$ cat src/rtl/pmcs_map.vh
// Constants for the power mode and clock select block.
// Assumes inclusion by bare name from the design file.
`ifndef PMCS_MAP_VH
`define PMCS_MAP_VH
// Oscillator control register field positions
`define PMCS_IDLE_BIT 7
`define PMCS_SRC_HI 1
`define PMCS_SRC_LO 0
`define PMCS_OSC_RST 8'h00
// Source select encodings
`define PMCS_SRC_PRI 2'h0
`define PMCS_SRC_SEC 2'h1
// Mode state codes
`define PMCS_ST_RUN 2'h0
`define PMCS_ST_IDLE 2'h1
`define PMCS_ST_SLEEP 2'h2
// Operating mode codes reported on mode_o
`define PMCS_MODE_SLEEP 3'h0
`define PMCS_MODE_PRIMARY_RUN_MODE 3'h1
`define PMCS_MODE_SECONDARY_RUN_MODE 3'h2
`define PMCS_MODE_INT_RUN 3'h3
`define PMCS_MODE_PRIMARY_IDLE_MODE 3'h4
`define PMCS_MODE_SECONDARY_IDLE_MODE 3'h5
`define PMCS_MODE_INT_IDLE 3'h6
// Clock transition delay in cycles
`define PMCS_SWITCH_DLY 4'h4
`endif

$ cat src/rtl/pmcs_power_mode_clock_select.v
// Power mode controller: chooses clock source and gates CPU and peripheral clocks.
// Assumes the core writes the control register and pulses halt, all on core_clk_i.
// Assumes running flags, configuration and postscale select are steady levels.
`timescale 1ns/10ps
`include "pmcs_map.vh"
module pmcs_power_mode_clock_select #(
    parameter DLY_W = 4
) (
    input wire core_clk_i,
    input wire reset_i,
    // Core side: register writes, halt and wake
    input wire osc_wr_i,
    input wire [7:0] osc_wdata_i,
    input wire halt_i,
    input wire wake_i,
    // Oscillator side: fixed configuration and running flags
    input wire [3:0] primary_osc_config_i,
    input wire [2:0] src_running_i,
    input wire int_postscale_sel_i,
    // Register readback and its two fields
    output wire [7:0] oscillator_control_reg_o,
    output wire cpu_idle_select_o,
    output wire [1:0] clock_source_select_o,
    // Source and gate controls toward the clock tree
    output reg [2:0] src_active_o,
    output reg int_fast_en_o,
    output reg int_slow_en_o,
    output reg [3:0] primary_osc_config_o,
    output reg cpu_clk_en_o,
    output reg periph_clk_en_o,
    output reg [2:0] mode_o,
    output wire switch_busy_o
);
    reg [7:0] osc_r;
    reg [1:0] state_r;
    reg [1:0] state_nxt;
    reg [1:0] cur_src_r;
    reg [1:0] pend_src_r;
    reg [DLY_W-1:0] dly_r;
    reg busy_r;
    wire [1:0] req_src;
    wire [2:0] req_onehot;
    wire [2:0] cur_onehot;
    // Output stage helpers: mode offset and internal block enable
    wire [2:0] src_ofs;
    wire int_src_on;

    // State codes kept local so the case arms read as modes, not numbers
    localparam [1:0] ST_RUN = `PMCS_ST_RUN;
    localparam [1:0] ST_IDLE = `PMCS_ST_IDLE;
    localparam [1:0] ST_SLEEP = `PMCS_ST_SLEEP;

    // First code of the run group and of the idle group of modes
    localparam [2:0] MODE_RUN_BASE = `PMCS_MODE_PRIMARY_RUN_MODE;
    localparam [2:0] MODE_IDLE_BASE = `PMCS_MODE_PRIMARY_IDLE_MODE;
    // Counter load: busy spans the load cycle plus the count down to zero
    localparam [DLY_W-1:0] DLY_LOAD = `PMCS_SWITCH_DLY - 4'h1;

    // Readback and field views come straight from the register
    assign oscillator_control_reg_o = osc_r;
    assign cpu_idle_select_o = osc_r[`PMCS_IDLE_BIT];
    assign clock_source_select_o = osc_r[`PMCS_SRC_HI:`PMCS_SRC_LO];
    assign switch_busy_o = busy_r;

    // One-hot source select: bit0 primary, bit1 secondary, bit2 internal
    // Codes 10 and 11 both pick the internal block
    function [2:0] src_onehot;
        input [1:0] s;
        begin
            if (s == `PMCS_SRC_PRI) begin
                src_onehot = 3'h1;
            end else if (s == `PMCS_SRC_SEC) begin
                src_onehot = 3'h2;
            end else begin
                src_onehot = 3'h4;
            end
        end
    endfunction

    // Requested and current source, both one-hot
    assign req_src = osc_r[`PMCS_SRC_HI:`PMCS_SRC_LO];
    assign req_onehot = src_onehot(req_src);
    assign cur_onehot = src_onehot(cur_src_r);
    // Position of the current source inside a group of three modes
    assign src_ofs = {1'b0, cur_onehot[2], cur_onehot[1]};
    // Internal block enabled only while it drives and the part is not asleep
    assign int_src_on = (state_nxt != ST_SLEEP) && cur_onehot[2];

    // Control register; only bits 7 and 1:0 are implemented, others read zero
    // Dropping bits 6:2 keeps software from parking state this block ignores
    always @(posedge core_clk_i) begin
        if (reset_i) begin
            osc_r <= `PMCS_OSC_RST;
        end else if (osc_wr_i) begin
            osc_r <= {osc_wdata_i[7], 5'h00, osc_wdata_i[1:0]};
        end
    end

    // Source switch: taken only when the target runs, then held off by the delay.
    // One switch is in flight at a time; a rewrite during the delay is taken once
    // busy drops, so the gated clock never sees two source changes back to back.
    always @(posedge core_clk_i) begin
        if (reset_i) begin
            // Reset selects the primary, which is taken to be running
            cur_src_r <= `PMCS_SRC_PRI;
            pend_src_r <= `PMCS_SRC_PRI;
            dly_r <= {DLY_W{1'b0}};
            busy_r <= 1'b0;
        end else if (busy_r) begin
            // Count down; the new source takes over on the edge busy falls
            if (dly_r == {DLY_W{1'b0}}) begin
                cur_src_r <= pend_src_r;
                busy_r <= 1'b0;
            end else begin
                dly_r <= dly_r - 1'b1;
            end
        end else if (req_src != cur_src_r && (req_onehot & src_running_i) != 3'h0) begin
            // A source not yet running leaves the old one in place until it starts
            pend_src_r <= req_src;
            dly_r <= DLY_LOAD;
            busy_r <= 1'b1;
        end
    end

    // Mode state; halt samples idle select in the same cycle it executes.
    // A register write in that same cycle lands too late for this halt: the
    // core has already committed to the old idle select when it halts.
    always @* begin
        // Hold the state unless one of the events below moves it
        state_nxt = state_r;
        case (state_r)
            ST_RUN: begin
                // Only the halt pulse leaves run; nothing else stops the CPU
                if (halt_i) begin
                    if (osc_r[`PMCS_IDLE_BIT]) begin
                        state_nxt = ST_IDLE;
                    end else begin
                        state_nxt = ST_SLEEP;
                    end
                end
            end
            ST_IDLE, ST_SLEEP: begin
                // A further halt is ignored here, as the core is not executing
                // Wake returns to run on whichever source is current then
                if (wake_i) begin
                    state_nxt = ST_RUN;
                end
            end
            default: begin
                // Unused code falls back to run so the core is never locked out
                state_nxt = ST_RUN;
            end
        endcase
    end

    // State register; reset puts the core in full-power run on the primary
    // Idle and sleep hold here until wake, whatever the register says
    always @(posedge core_clk_i) begin
        if (reset_i) begin
            state_r <= ST_RUN;
        end else begin
            state_r <= state_nxt;
        end
    end

    // Clock gating and mode report, registered so the gates never glitch.
    // Gates, src_active_o and mode_o follow state_nxt, so they change at the very edge that
    // takes the halt or the wake; src_active_o and mode_o also move when the source switches.
    always @(posedge core_clk_i) begin
        if (reset_i) begin
            // Out of reset the core runs at full power on the primary source
            cpu_clk_en_o <= 1'b1;
            periph_clk_en_o <= 1'b1;
            src_active_o <= 3'h1;
            int_fast_en_o <= 1'b0;
            int_slow_en_o <= 1'b0;
            primary_osc_config_o <= 4'h0;
            mode_o <= `PMCS_MODE_PRIMARY_RUN_MODE;
        end else begin
            // Configuration copy is registered with the rest to keep outputs aligned
            primary_osc_config_o <= primary_osc_config_i;
            case (state_nxt)
                ST_RUN: begin
                    // Core and peripherals both run from the current source
                    cpu_clk_en_o <= 1'b1;
                    periph_clk_en_o <= 1'b1;
                    src_active_o <= cur_onehot;
                    mode_o <= MODE_RUN_BASE + src_ofs;
                end
                ST_IDLE: begin
                    // Core stopped, peripherals keep the current source
                    cpu_clk_en_o <= 1'b0;
                    periph_clk_en_o <= 1'b1;
                    src_active_o <= cur_onehot;
                    mode_o <= MODE_IDLE_BASE + src_ofs;
                end
                default: begin
                    // Sleep: every gate shut and no source reported as driving
                    cpu_clk_en_o <= 1'b0;
                    periph_clk_en_o <= 1'b0;
                    src_active_o <= 3'h0;
                    mode_o <= `PMCS_MODE_SLEEP;
                end
            endcase
            // Internal block: fast oscillator with postscaler, or slow RC
            int_fast_en_o <= int_src_on && !int_postscale_sel_i;
            int_slow_en_o <= int_src_on && int_postscale_sel_i;
        end
    end
endmodule

$ cat config.mk
export PLATFORM = sky130hd
export DESIGN_NAME = pmcs_power_mode_clock_select
export DESIGN_NICKNAME = d
export VERILOG_FILES = /design/src/rtl/pmcs_power_mode_clock_select.v
export VERILOG_INCLUDE_DIRS = /design/src /design/src/rtl
export SDC_FILE = /design/constraint.sdc
export NUM_CORES = 1
export LEC_CHECK = 0
export ABC_CLOCK_PERIOD_IN_PS = 3000
export BUFFER_PORTS_ARGS = -buffer_cell sky130_fd_sc_hd__buf_2
export CORE_MARGIN = 2
export CORE_UTILIZATION = 42
export CTS_CLUSTER_SIZE = 24
export DETAILED_ROUTE_END_ITERATION = 10
export GPL_TIMING_DRIVEN = 0
export PLACE_DENSITY = 0.76
export SYNTH_ARGS = -nofsm -noshare
export SYNTH_HDL_FRONTEND = slang
export SYNTH_SLANG_ARGS = --single-unit
$ cat constraint.sdc
create_clock -name core_clk_i -period 3 [get_ports core_clk_i]
set_input_delay 0.3 -clock core_clk_i [delete_from_list [all_inputs] [get_ports core_clk_i]]
set_output_delay 0.3 -clock core_clk_i [all_outputs]
set_load 0.1 [all_outputs]
* Word-level counts from Yosys, hierarchy flattened
Cells that the tools add are included.
** Operators by class
- Reductions and logical operators :: 18
- Muxes and demuxes :: 18
- Equal/unequal tests :: 8
- Bitwise gates (word level) :: 3
- Add/subtract/negate cells :: 3
** Operators with widths (number)
- 3-bit two-way mux :: 4
- 4-bit two-way mux :: 3
- 2-bit by 1-bit equality test with 1-bit output, second input constant :: 4
- 2-bit zero test :: 4
- 1-bit two-way mux :: 6
- 2-bit two-way mux :: 3
- 3-bit case mux with 2 select lines :: 1
- 2-bit AND reduction :: 3
- 2-bit OR reduction :: 3
- 1-bit logical AND :: 4
- 4-bit zero test :: 1
- 2-bit != test, second input constant :: 2
- 2-bit case mux with 2 select lines :: 1
- 4-bit by 1-bit subtractor with 4-bit output, second input constant :: 1
- 1-bit by 2-bit adder with 3-bit output, first input constant :: 1
- 3-bit by 2-bit adder with 3-bit output, first input constant :: 1
- 3-bit AND :: 1
- 3-bit nonzero test :: 1
- 2-bit equality test, second input constant :: 1
- 2-bit != test :: 1
- 1-bit inverter :: 2
- 2-bit nonzero test :: 1
- 1-bit zero test :: 1
** Word-level totals
- Output and inout bits :: 26
- Register bits after elaboration :: 28
- Logic and storage cells :: 64

* Logic depth before layout (Yosys ltp)
Gate-level depths: netlist (run 1).
- Depth after elaboration :: 8
- Depth in mapped cells :: 6
- Mapped depth without buffers :: 6

* Worst setup path after synthesis (run 1)
No wires, ideal clock.
- Kind :: flip-flop to flip-flop
- From :: register osc_r[0], in the netlist oscillator_control_reg_o[0]
- To :: register dly_r[0]
- Path buffers :: 0
- Setup time :: 120 ps
- Arrival time :: 1848 ps
- Path slack :: 1032 ps
- Cell stages (with the launch flop) :: 5
- Cell sequence :: dfxtp_1 xor2_1 o221ai_2 nor2_4 o31a_1
** On the way
- Longest elaborated chain between the ends :: 8
** Ends and longest elaborated chain
- from (decl) :: RTL line pmcs_power_mode_clock_select.v:34 : reg [7:0] osc_r;
- from (signal assigned) :: RTL line pmcs_power_mode_clock_select.v:93 : osc_r <= `PMCS_OSC_RST;
- from (signal assigned) :: RTL line pmcs_power_mode_clock_select.v:95 : osc_r <= {osc_wdata_i[7], 5'h00, osc_wdata_i[1:0]};
- 2-bit by 1-bit equality test with 1-bit output (no line)
- 3-bit two-way mux :: RTL line pmcs_power_mode_clock_select.v:72 : end else if (s == `PMCS_SRC_SEC) begin
- 3-bit two-way mux :: RTL line pmcs_power_mode_clock_select.v:70 : if (s == `PMCS_SRC_PRI) begin
- 3-bit AND :: RTL line pmcs_power_mode_clock_select.v:117 : end else if (req_src != cur_src_r && (req_onehot & src_running_i) != 3'h0) begin
- 3-bit nonzero test :: RTL line pmcs_power_mode_clock_select.v:117
- 1-bit logical AND (*) :: RTL line pmcs_power_mode_clock_select.v:117
- 2-bit nonzero test (no line) (*)
- 2-bit AND reduction (no line) (*)
- to (signal assigned) :: RTL line pmcs_power_mode_clock_select.v:107 : dly_r <= {DLY_W{1'b0}};
- to (signal assigned) :: RTL line pmcs_power_mode_clock_select.v:115 : dly_r <= dly_r - 1'b1;
- to (decl) :: RTL line pmcs_power_mode_clock_select.v:39 : reg [DLY_W-1:0] dly_r;
Every way passes the cells marked *; elsewhere a longest branch is shown, timed or not.
A chain may end at the register's enable or synchronous reset.

* Worst setup path after layout (run 1)
- From :: register state_r[0]
- To :: register mode_o[0]
** On the way
- Longest elaborated chain between the ends :: 5
** Ends and longest elaborated chain
- from (decl) :: RTL line pmcs_power_mode_clock_select.v:35 : reg [1:0] state_r;
- from (signal assigned) :: RTL line pmcs_power_mode_clock_select.v:162 : state_r <= state_nxt;
- 2-bit by 1-bit equality test with 1-bit output or 2-bit equality test (tied branches) :: RTL line pmcs_power_mode_clock_select.v:131 : case (state_r)
- 2-bit OR reduction :: RTL line pmcs_power_mode_clock_select.v:131
- 2-bit case mux with 2 select lines (*) :: RTL line pmcs_power_mode_clock_select.v:131
- 2-bit by 1-bit equality test with 1-bit output or 2-bit zero test (tied branches) :: RTL line pmcs_power_mode_clock_select.v:182 : case (state_nxt)
- 3-bit case mux with 2 select lines (*) :: RTL line pmcs_power_mode_clock_select.v:182
- to (signal assigned) :: RTL line pmcs_power_mode_clock_select.v:178 : mode_o <= `PMCS_MODE_PRIMARY_RUN_MODE;
- to (signal assigned) :: RTL line pmcs_power_mode_clock_select.v:188 : mode_o <= MODE_RUN_BASE + src_ofs;
- to (signal assigned) :: RTL line pmcs_power_mode_clock_select.v:195 : mode_o <= MODE_IDLE_BASE + src_ofs;
- to (decl) :: RTL line pmcs_power_mode_clock_select.v:31 : output reg [2:0] mode_o,
Marks and branches as above.

==> results.py, run 1 <==
metrics = {
    "die": {
        "io_pins": 47,
        "core.rowCount": 19,
        "initial_core_util_pct": 44.44,
        "die_h_microns": 58.25,
        "design.core.area_sq_um": 2781,
        "die_w_microns": 58.25,
        "die_area_sq_um": 3393,
    },
    "global_routing": {
        "grt_max_degree": 15,
        "overflow": 0,
        "grt_pass1_vias": 890,
        "grt_pass1_wl_microns": 3705,
        "grt_usage_pct": 14.12,
        "antenna_found_initial": 0,
    },
    "worst_setup_path": {
        "critPathMaxFanout": 6,
        "max_stage_delay_ns": 0.40,
        "cp-end-kind": "flip-flop",
        "rr_worst_depth": 6,
        "crit_start": "state_r[0]",
        "crit_path_start_kind": "flip-flop",
        "critPathArrivalTime_ns": 1.89,
        "r2r-start": "state_r[0]",
        "critPathKind": "flip-flop to flip-flop",
        "path_buf_inv": 1,
        "path_delay_family": "compound AO/OA/AOI/OAI gates",
        "r2r_end": "mode_o[0]",
        "r2r_slack_ns": 1.31,
        "worstPathRequired_ns": 3.20,
        "crit_chain": "inv_1 > ha_1 > nor2b_1 > o21a_1 > a31oi_2 > o41ai_2",
        "slowest_stage": "dfxtp_1",
    },
    "final_layout": {
        "num-nets-final": 192,
        "syn_to_final_growth_pct": 20.75,
        "layout_common_cells": "buf_2, dfxtp_1, nand2_1",
        "final_common_cell": "buf_2",
        "drive_gt1_share_pct": 37.35,
        "finalNonFillerCells": 197,
        "fin_util_pct": 53.67,
        "antenna_cells": 0,
    },
    "detailed_routing": {
        "drc_errors": 0,
        "wl_per_cell_microns": 11.17,
        "vias": 972,
        "drt_iter0_markers": 9,
        "routed_wl_microns": 2200,
        "vias_per_cell": 4.934,
        "ant_nets": 0,
        "firstDrtPassIters": 3,
    },
    "sta": {
        "fin_crit_ns": 1.692,
        "timing.final.ws_setup_ns": 1.308,
        "fin_crit_sh_pct": 56.40,
        "max-slew-margin-rel_pct": 65.92,
        "fmax_mhz": 591.0,
        "hold_violations": 0,
        "fin_setup_tns_ns": 0,
        "rsz0062_at_grt": "no",
        "finalMaxSlewViolations": 0,
        "setup_violations": 0,
        "worst-slew-pin-transition_ns": 0.5112,
        "fin_skew_ns": 0.007889,
    },
    "logic_synthesis": {
        "seq_area_frac_synth_pct": 45.34,
        "avgSynthCellArea_sq_um": 10.05,
        "synthFlopType": "dfxtp_1",
        "netlist_instances": 123,
        "ys_warn_count": 0,
        "synth.distinct_cells": 41,
        "ys_ff_latch": 28,
        "synth_edf_count": 0,
        "synthArstFlopShare_pct": 0,
        "syn_area_sq_um": 1236,
    },
    "power_and_ir_drop": {
        "peakVddDrop_v": 0.0003400,
        "power.density_nw_per_um2": 530.9,
        "p_leak_nw": 0.6836,
    },
    "place": {
        "place_inst": 194,
        "hpwl_microns": 1730,
        "placement.io_buffers": 36,
        "place.gp.congestion": 0.8129,
        "dp_slack_ns": 1.328,
    },
    "min_path": {
        "hold_start": "int_postscale_sel_i",
        "hp-class": "primary input to flip-flop",
        "hold_end": "int_fast_en_o",
        "min_path_cells": 2,
    },
    "cts": {
        "cts_tree": "built",
        "clock_path_buffers": 2,
        "cts_buffers": 3,
        "clkLatencyLatePin_ns": 0.32,
        "cts_setup_buffers": 0,
        "cts.sinks": 28,
        "cts_root_buffer": "clkbuf_4",
        "postCtsHoldBufs": 0,
        "htree_num_levels": 1,
        "ctsResizeCount": 0,
        "clk_pin_slew_ns": 0.13,
    },
    "run_status": {
        "status": "complete, no violations",
    },
    "run": {
        "maxCapViolations": 0,
    },
}
-- metal layers --
metal / share of wire, % / vias up / GRT usage (%)
met5: 0 / - / 0
met4: 1.7 / 0 / 6.645
met3: 5.6 / 4 / 2.902
met2: 45 / 28 / 23.05
met1: 47 / 440 / 17.83
li1: - / 500 / -
-- cells by family after synthesis --
kind of cell,after synthesis,synth area share [%]
xor+xnor,2,1.417
flops,28,45.34
simple gates,37,17.81
mux,6,4.858
buf+inv,20,9.109
compound gates,26,18.12
other cells,1,0.3034
fa+ha+maj,3,3.037
-- final cells by class --
| type | count | area, sq um |
|---|---|---|
| flip-flops and latches | 28 | 560.5 |
| multi-input cells | 79 | 578.1 |
| fillers | 252 | 1289 |
| well taps | 31 | 38.79 |
| plain buffers | 12 | 82.58 |
| clock buffers | 3 | 22.52 |
| inverters | 8 | 30.03 |
| repair buffers | 36 | 180.2 |
-- stage by stage --
stage	hold slack, ns	cell area (sq um)	power, mW
after floorplan	0.3760	1251	0.6181
after global placement	0.4462	1470	0.6537
after detailed placement	0.4612	1470	0.6582
after CTS	0.1702	1493	0.7986
after global routing	0.1537	1493	0.8288
final	0.1692	1493	0.7924
-- registers in the layout (all words and copies together) (netlist names) --
name,cells
oscillator_control_reg_o,3
mode_o,3
src_active_o,3
cpu_clk_en_o,1
switch_busy_o,1
int_slow_en_o,1
state_r,2
pend_src_r,2
primary_osc_config_o,4
int_fast_en_o,1
periph_clk_en_o,1
dly_r,4
cur_src_r,2
-- power breakdown --
part           switching (mW)  leakage, nW  internal (mW)
logic                   0.188        0.441         0.0574
registers              0.0131        0.229          0.390
clock network          0.0962       0.0138         0.0470
total                   0.298        0.684          0.495
-- worst reg2reg max path: cells and delay by family (launching register included) --
family,cells,cell delay (ns)
compound gates,3,0.69
flops,1,0.40
fa+ha+maj,1,0.27
simple gates,1,0.16
buf+inv,1,0.06
-- worst max-delay path by stage --
stage                          endpoint  slack [ns]  cells after the start
after floorplan                dly_r[0]        1.03                      4
after global placement    int_fast_en_o        1.37                      6
after detailed placement  int_fast_en_o        1.33                      6
after CTS                 int_fast_en_o        1.29                      6
after global routing      int_fast_en_o        1.19                      6
final                         mode_o[0]        1.31                      6
-- cells in the mapped netlist, types with 2 or more instances --
library cell	n	area share [%]
inv_1	8	2.4
mux2i_1	6	4.9
dfxtp_1	28	45
o21a_1	2	1.2
buf_1	2	0.61
a21oi_1	6	2.4
buf_4	8	4.9
nor2_1	7	2.1
nor2b_1	6	3.0
xor2_1	2	1.4
nor3_1	3	1.2
nor3_2	3	2.4
ha_1	3	3.0
o31a_1	4	2.8
nand2_1	9	2.7
(Power assumes the default switching activity.)
==> run 2: changes to the inputs <==
--- a/config.mk
+++ b/config.mk
@@ -6,14 +6,15 @@
 export SDC_FILE = /design/constraint.sdc
 export NUM_CORES = 1
 export LEC_CHECK = 0
-export ABC_CLOCK_PERIOD_IN_PS = 3000
+export ABC_AREA = 1
+export ABC_CLOCK_PERIOD_IN_PS = 1450
 export BUFFER_PORTS_ARGS = -buffer_cell sky130_fd_sc_hd__buf_2
 export CORE_MARGIN = 2
 export CORE_UTILIZATION = 42
 export CTS_CLUSTER_SIZE = 24
 export DETAILED_ROUTE_END_ITERATION = 10
 export GPL_TIMING_DRIVEN = 0
-export PLACE_DENSITY = 0.76
+export PLACE_DENSITY = 0.79
 export SYNTH_ARGS = -nofsm -noshare
 export SYNTH_HDL_FRONTEND = slang
 export SYNTH_SLANG_ARGS = --single-unit
==> constraint.sdc (replaced) <==
create_clock -name core_clk_i -period 1.45 [get_ports core_clk_i]
set_input_delay 0.145 -clock core_clk_i [delete_from_list [all_inputs] [get_ports core_clk_i]]
set_output_delay 0.145 -clock core_clk_i [all_outputs]
set_load 0.1 [all_outputs]
==> results.py, run 2 <==
metrics = {
    "run_status": {
        "status": "complete, no violations",
    },
    "power_and_ir_drop": {
        "p_int_mw": 1.220,
        "p_sw_share_pct": 43.31,
        "power.density_nw_per_um2": 1403,
        "power.switching_mw": 0.9320,
        "pwr-share-comb_pct": 40.7,
        "peakVddDrop_v": 0.0009513,
        "total_power_mw": 2.152,
        "p_clk_share_pct": 17.3,
        "seqPwrFrac_pct": 42.1,
        "p_leak_nw": 0.8277,
    },
    "place": {
        "dp_slack_ns": 0.01538,
        "hpwl_microns": 1571,
        "place_area_sq_um": 1439,
        "place.gp.congestion": 0.7508,
        "place_inst": 226,
        "placement.io_buffers": 36,
    },
    "global_routing": {
        "grt_max_degree": 16,
        "antenna_found_initial": 0,
        "grt_usage_pct": 13.89,
        "grt_pass1_wl_microns": 3574,
        "grt_pass1_vias": 907,
        "overflow": 0,
    },
    "cts": {
        "cts_root_buffer": "clkbuf_4",
        "clk_pin_slew_ns": 0.14,
        "cts.sinks": 28,
        "clock_path_buffers": 2,
        "cts_tree": "built",
        "cts_buffers": 3,
        "htree_num_levels": 1,
        "clkLatencyLatePin_ns": 0.33,
    },
    "sta": {
        "hold_slack_ns": 0.004114,
        "fin_skew_ns": 0.008947,
        "fin_setup_tns_ns": 0,
        "setup_violations": 0,
        "fin_crit_sh_pct": 95.20,
        "timing.final.ws_setup_ns": 0.06965,
        "fin_crit_ns": 1.380,
        "hold_violations": 0,
        "fmax_mhz": 724.5,
        "finalMaxSlewViolations": 0,
    },
    "die": {
        "die_h_microns": 57.45,
        "die_w_microns": 57.45,
        "die_area_sq_um": 3301,
        "io_pins": 47,
        "core.rowCount": 19,
        "initial_core_util_pct": 43.89,
        "design.core.area_sq_um": 2734,
    },
    "final_layout": {
        "seqCellArea_sq_um": 568.0,
        "final_common_cell": "buf_2",
        "finalNonFillerCells": 234,
        "syn_to_final_growth_pct": 27.84,
        "finish.instance_area_sq_um": 1534,
        "layout_common_cells": "buf_2, inv_1, nand2_1",
        "drive_gt1_share_pct": 34.48,
        "num-nets-final": 228,
        "fillers": 268,
        "antenna_cells": 0,
        "multi_input_area_sq_um": 495.5,
        "biggestRegsByFlops": "dly_r (4), primary_osc_config_o (4)",
        "fin_util_pct": 56.11,
    },
    "detailed_routing": {
        "drc_errors": 0,
        "routed_wl_microns": 2139,
        "wl_per_cell_microns": 9.141,
        "vias": 1045,
        "ant_nets": 0,
        "vias_per_cell": 4.466,
        "drt_iter0_markers": 11,
        "firstDrtPassIters": 4,
    },
    "worst_setup_path": {
        "r2r_end": "mode_o[0]",
        "r2r_slack_ns": 0.07,
        "worstPathRequired_ns": 1.31,
        "critPathMaxFanout": 5,
        "rr_worst_depth": 8,
        "max_stage_delay_ns": 0.41,
        "critPathKind": "flip-flop to output port",
        "path_delay_family": "buffers and inverters",
        "path_buf_inv": 2,
        "slowest_stage": "buf_2",
        "r2r-start": "state_r[0]",
        "crit_path_start_kind": "flip-flop",
        "critPathArrivalTime_ns": 1.24,
        "cp-end-kind": "output port",
        "crit_chain": "buf_4 > buf_2",
    },
    "logic_synthesis": {
        "yosys-top-cells-count": "dfxtp_1, inv_1, nand2_1",
        "avgSynthCellArea_sq_um": 7.741,
        "synthArstFlopShare_pct": 0,
        "synth_edf_count": 0,
        "synth_top_cell_by_area": "dfxtp_1",
        "synth_area_leaders": "dfxtp_1, inv_1, nand2_1, nand3_1, nor2_1",
        "yosysMostFrequentCell": "dfxtp_1",
        "synthFlopType": "dfxtp_1",
        "ys_warn_count": 0,
        "ys_ff_latch": 28,
        "seq_area_frac_synth_pct": 46.72,
        "netlist_instances": 155,
        "syn_area_sq_um": 1200,
        "synth.distinct_cells": 23,
        "synth_top_area_share_pct": 46.72,
    },
    "min_path": {
        "hp-class": "primary input to flip-flop",
        "min_path_cells": 3,
        "hold_end": "primary_osc_config_o[0]",
        "hold_start": "primary_osc_config_i[0]",
    },
    "run": {
        "maxCapViolations": 0,
    },
}
-- run 2: cell count changes after synthesis, moves of 3 or more --
cell	change
nor2_1	+10
o31a_1	-4
inv_1	+18
mux2i_1	-6
o21ai_0	+8
nand3_1	+14
nor3_2	-3
nor2b_1	-6
nand2_1	+15
-- run 2: power groups by stage --
| stage | Combinational [mW] | Clock (mW) | Sequential (mW) |
|---|---|---|---|
| final | 0.876 | 0.371 | 0.905 |
| after global placement | 0.846 | 0 | 0.919 |
| after floorplan | 0.434 | 0 | 1.22 |
| after CTS | 0.867 | 0.381 | 0.904 |
| after global routing | 0.956 | 0.398 | 0.916 |
| after detailed placement | 0.858 | 0 | 0.922 |
-- run 2: layout make-up --
cell class	count	share of cell area, %
Multi-Input combinational cell	93	32.30
Clock buffer	4	2.365
Inverter	28	6.852
Tap cell	31	2.529
Timing Repair Buffer	40	14.36
Buffer	10	4.568
Sequential cell	28	37.03
-- run 2: metal layers --
metal,GRT usage [%],vias up,share of wire [%],wire [microns]
li1,-,562,-,-
met4,7.973,0,2.6,55
met2,23.86,34,47,998
met5,0,-,0,0
met3,2.041,5,5.5,118
met1,16.34,444,45,966
-- run 2: cells by family (layout without fill, tap and decap cells) --
| group | count (synthesis) | after routing | synth area share [%] |
|---|---|---|---|
| simple gates | 65 | 65 | 25.34 |
| buf+inv | 38 | 82 | 14.60 |
| flops | 28 | 28 | 46.72 |
| compound gates | 18 | 18 | 8.447 |
| fa+ha+maj | 3 | 3 | 3.129 |
| xor+xnor | 2 | 2 | 1.460 |
| other cells | 1 | 5 | 0.3125 |
-- run 2: how the worst max path moves through the flow --
stage,from,end,cells after the start
floorplan,oscillator_control_reg_o[1],dly_r[1],7
global placement,state_r[0],int_slow_en_o,7
detailed placement,state_r[0],int_slow_en_o,7
CTS,state_r[0],int_slow_en_o,7
global route,state_r[0],mode_o[0],8
finish,oscillator_control_reg_o[1],oscillator_control_reg_o[1],2
-- run 2: what timing repair did --
| action | in CTS | in global routing |
|---|---|---|
| hold endpoints to repair | 3 | 0 |
| setup endpoints to repair | 0 | 10 |
| resized for setup | 0 | 8 |
| buffers inserted | 0 | 1 |
| hold buffers | 3 | 0 |
-- run 2: worst reg2reg max path, delay by kind of cell, from the launching register on --
family | cells | cell delay, ns
buffers and inverters | 2 | 0.15
adder cells (fa/ha/maj) | 1 | 0.30
AND/OR/NAND/NOR | 5 | 0.45
flip-flops | 1 | 0.37
==> run 3: changes to the inputs <==
--- a/config.mk
+++ b/config.mk
@@ -7,14 +7,14 @@
 export NUM_CORES = 1
 export LEC_CHECK = 0
 export ABC_AREA = 1
-export ABC_CLOCK_PERIOD_IN_PS = 1450
+export ABC_CLOCK_PERIOD_IN_PS = 1700
 export BUFFER_PORTS_ARGS = -buffer_cell sky130_fd_sc_hd__buf_2
 export CORE_MARGIN = 2
 export CORE_UTILIZATION = 42
 export CTS_CLUSTER_SIZE = 24
 export DETAILED_ROUTE_END_ITERATION = 10
 export GPL_TIMING_DRIVEN = 0
-export PLACE_DENSITY = 0.79
+export PLACE_DENSITY = 0.72
 export SYNTH_ARGS = -nofsm -noshare
 export SYNTH_HDL_FRONTEND = slang
 export SYNTH_SLANG_ARGS = --single-unit
==> constraint.sdc (replaced) <==
create_clock -name core_clk_i -period 1.7 [get_ports core_clk_i]
set_input_delay 0.17 -clock core_clk_i [delete_from_list [all_inputs] [get_ports core_clk_i]]
set_output_delay 0.17 -clock core_clk_i [all_outputs]
set_load 0.1 [all_outputs]
==> results.py, run 3 (same netlist as run 2, synthesis figures left out) <==
metrics = {
    "die": {
        "die_h_microns": 57.45,
        "initial_core_util_pct": 43.89,
        "design.core.area_sq_um": 2734,
        "die_area_sq_um": 3301,
        "die_w_microns": 57.45,
        "io_pins": 47,
        "core.rowCount": 19,
    },
    "detailed_routing": {
        "ant_nets": 0,
        "top_layer": "met4",
        "wl_met1_microns": 920,
        "drt_iter0_markers": 14,
        "firstDrtPassIters": 4,
        "drc_errors": 0,
        "wl_per_cell_microns": 8.887,
        "met2_length_microns": 997,
        "vias": 1035,
        "routed_wl_microns": 2053,
        "dr_wl_met3_microns": 123,
        "vias_per_cell": 4.481,
    },
    "global_routing": {
        "grt_pass1_vias": 829,
        "grt_max_degree": 16,
        "overflow": 0,
        "antenna_found_initial": 0,
        "grt_usage_pct": 12.58,
        "grt_pass1_wl_microns": 3325,
    },
    "cts": {
        "htree_num_levels": 1,
        "cts_buffers": 3,
        "cts_tree": "built",
        "clock_path_buffers": 2,
        "cts_root_buffer": "clkbuf_4",
        "cts.sinks": 28,
        "ctsResizeCount": 0,
        "clk_pin_slew_ns": 0.14,
        "cts_setup_buffers": 0,
        "postCtsHoldBufs": 1,
        "clkLatencyLatePin_ns": 0.32,
    },
    "final_layout": {
        "finalNonFillerCells": 231,
        "fillers": 260,
        "num-nets-final": 225,
        "final_common_cell": "buf_2",
        "antenna_cells": 0,
        "syn_to_final_growth_pct": 23.57,
        "biggestRegsByFlops": "dly_r (4), primary_osc_config_o (4)",
        "drive_gt1_share_pct": 31.00,
        "layout_common_cells": "buf_2, inv_1, dfxtp_1",
    },
    "worst_setup_path": {
        "cp-end-kind": "output port",
        "crit_chain": "buf_2",
        "path_delay_family": "flip-flops",
        "crit_path_start_kind": "flip-flop",
        "slowest_stage": "dfxtp_1",
        "r2r-start": "state_r[1]",
        "critPathKind": "flip-flop to output port",
        "critPathMaxFanout": 8,
        "critPathArrivalTime_ns": 1.33,
        "worstPathRequired_ns": 1.53,
        "crit_start": "switch_busy_o",
        "max_stage_delay_ns": 0.52,
        "path_buf_inv": 1,
    },
    "sta": {
        "finalMaxSlewViolations": 0,
        "fin_skew_ns": 0.008339,
        "fmax_mhz": 665.5,
        "fin_crit_ns": 1.503,
        "fin_crit_sh_pct": 88.40,
        "hold_violations": 0,
        "fin_setup_tns_ns": 0,
        "rsz0062_at_grt": "no",
        "hold_slack_ns": 0.03013,
        "timing.final.ws_setup_ns": 0.1973,
        "setup_violations": 0,
    },
    "min_path": {
        "hp-class": "primary input to flip-flop",
        "hold_start": "primary_osc_config_i[2]",
    },
    "place": {
        "hpwl_microns": 1594,
        "placement.io_buffers": 36,
        "place.gp.congestion": 0.8461,
        "place_inst": 226,
        "dp_slack_ns": 0.2792,
    },
    "power_and_ir_drop": {
        "seqPwrFrac_pct": 42.3,
        "peakVddDrop_v": 0.001049,
        "p_int_mw": 1.029,
        "p_sw_share_pct": 43.41,
        "total_power_mw": 1.819,
        "power.density_nw_per_um2": 1227,
        "pwr-share-comb_pct": 40.4,
        "power.switching_mw": 0.7896,
        "p_clk_share_pct": 17.4,
        "p_leak_nw": 0.8113,
    },
    "run_status": {
        "status": "complete, no violations",
    },
    "run": {
        "maxCapViolations": 0,
    },
}
-- run 3: changes by cell type in the layout (fill, tap and decap cells not counted), sizes merged --
cell and change:
clkbuf -1, dlygate4sd3 -2
-- run 3: area by class of cell --
type	count	area [sq um]	share of cell area (%)
buffer	10	70.07	4.726
clock buffer	4	36.28	2.447
inverter	28	105.1	7.089
multi-input combinational	93	479.2	32.32
sequential	28	563.0	37.97
tap	31	38.79	2.616
timing repair buffer	37	190.2	12.83
-- run 3: power groups by stage --
| stage | Sequential [mW] | Clock, mW | Combinational, mW |
|---|---|---|---|
| after floorplan | 1.04 | 0 | 0.370 |
| after global placement | 0.783 | 0 | 0.727 |
| after detailed placement | 0.784 | 0 | 0.732 |
| after CTS | 0.769 | 0.325 | 0.736 |
| after global routing | 0.777 | 0.351 | 0.791 |
| final | 0.769 | 0.316 | 0.734 |
-- run 3: path summary, 6_finish.rpt --
path / endpoint / slack [ns] / cells past startpoint
worst min register to register: pend_src_r[0] / 0.49 / 2
worst max-delay path: switch_busy_o / 0.20 / 1
worst max register to register: int_fast_en_o / 0.25 / 7
worst min-delay path: primary_osc_config_o[2] / 0.03 / 3
-- run 3: tightest hold or removal path: stages --
cell and delay, ns:
buf_2 0.09, inv_1 0.04, nor2_1 0.03
-- run 3: per-stage QoR --
stage | utilization, % | cell area (sq um)
after detailed placement | 52.54 | 1436
after global placement | 52.54 | 1436
after global routing | 54.23 | 1483
after CTS | 54.23 | 1483
final | 54.23 | 1483
after floorplan | - | 1217
-- run 3: routing by layer --
metal | up-vias | track usage [%]
met1 | 450 | 15.63
met5 | - | 0
li1 | 558 | -
met3 | 2 | 4.308
met4 | 0 | 1.993
met2 | 25 | 21.43
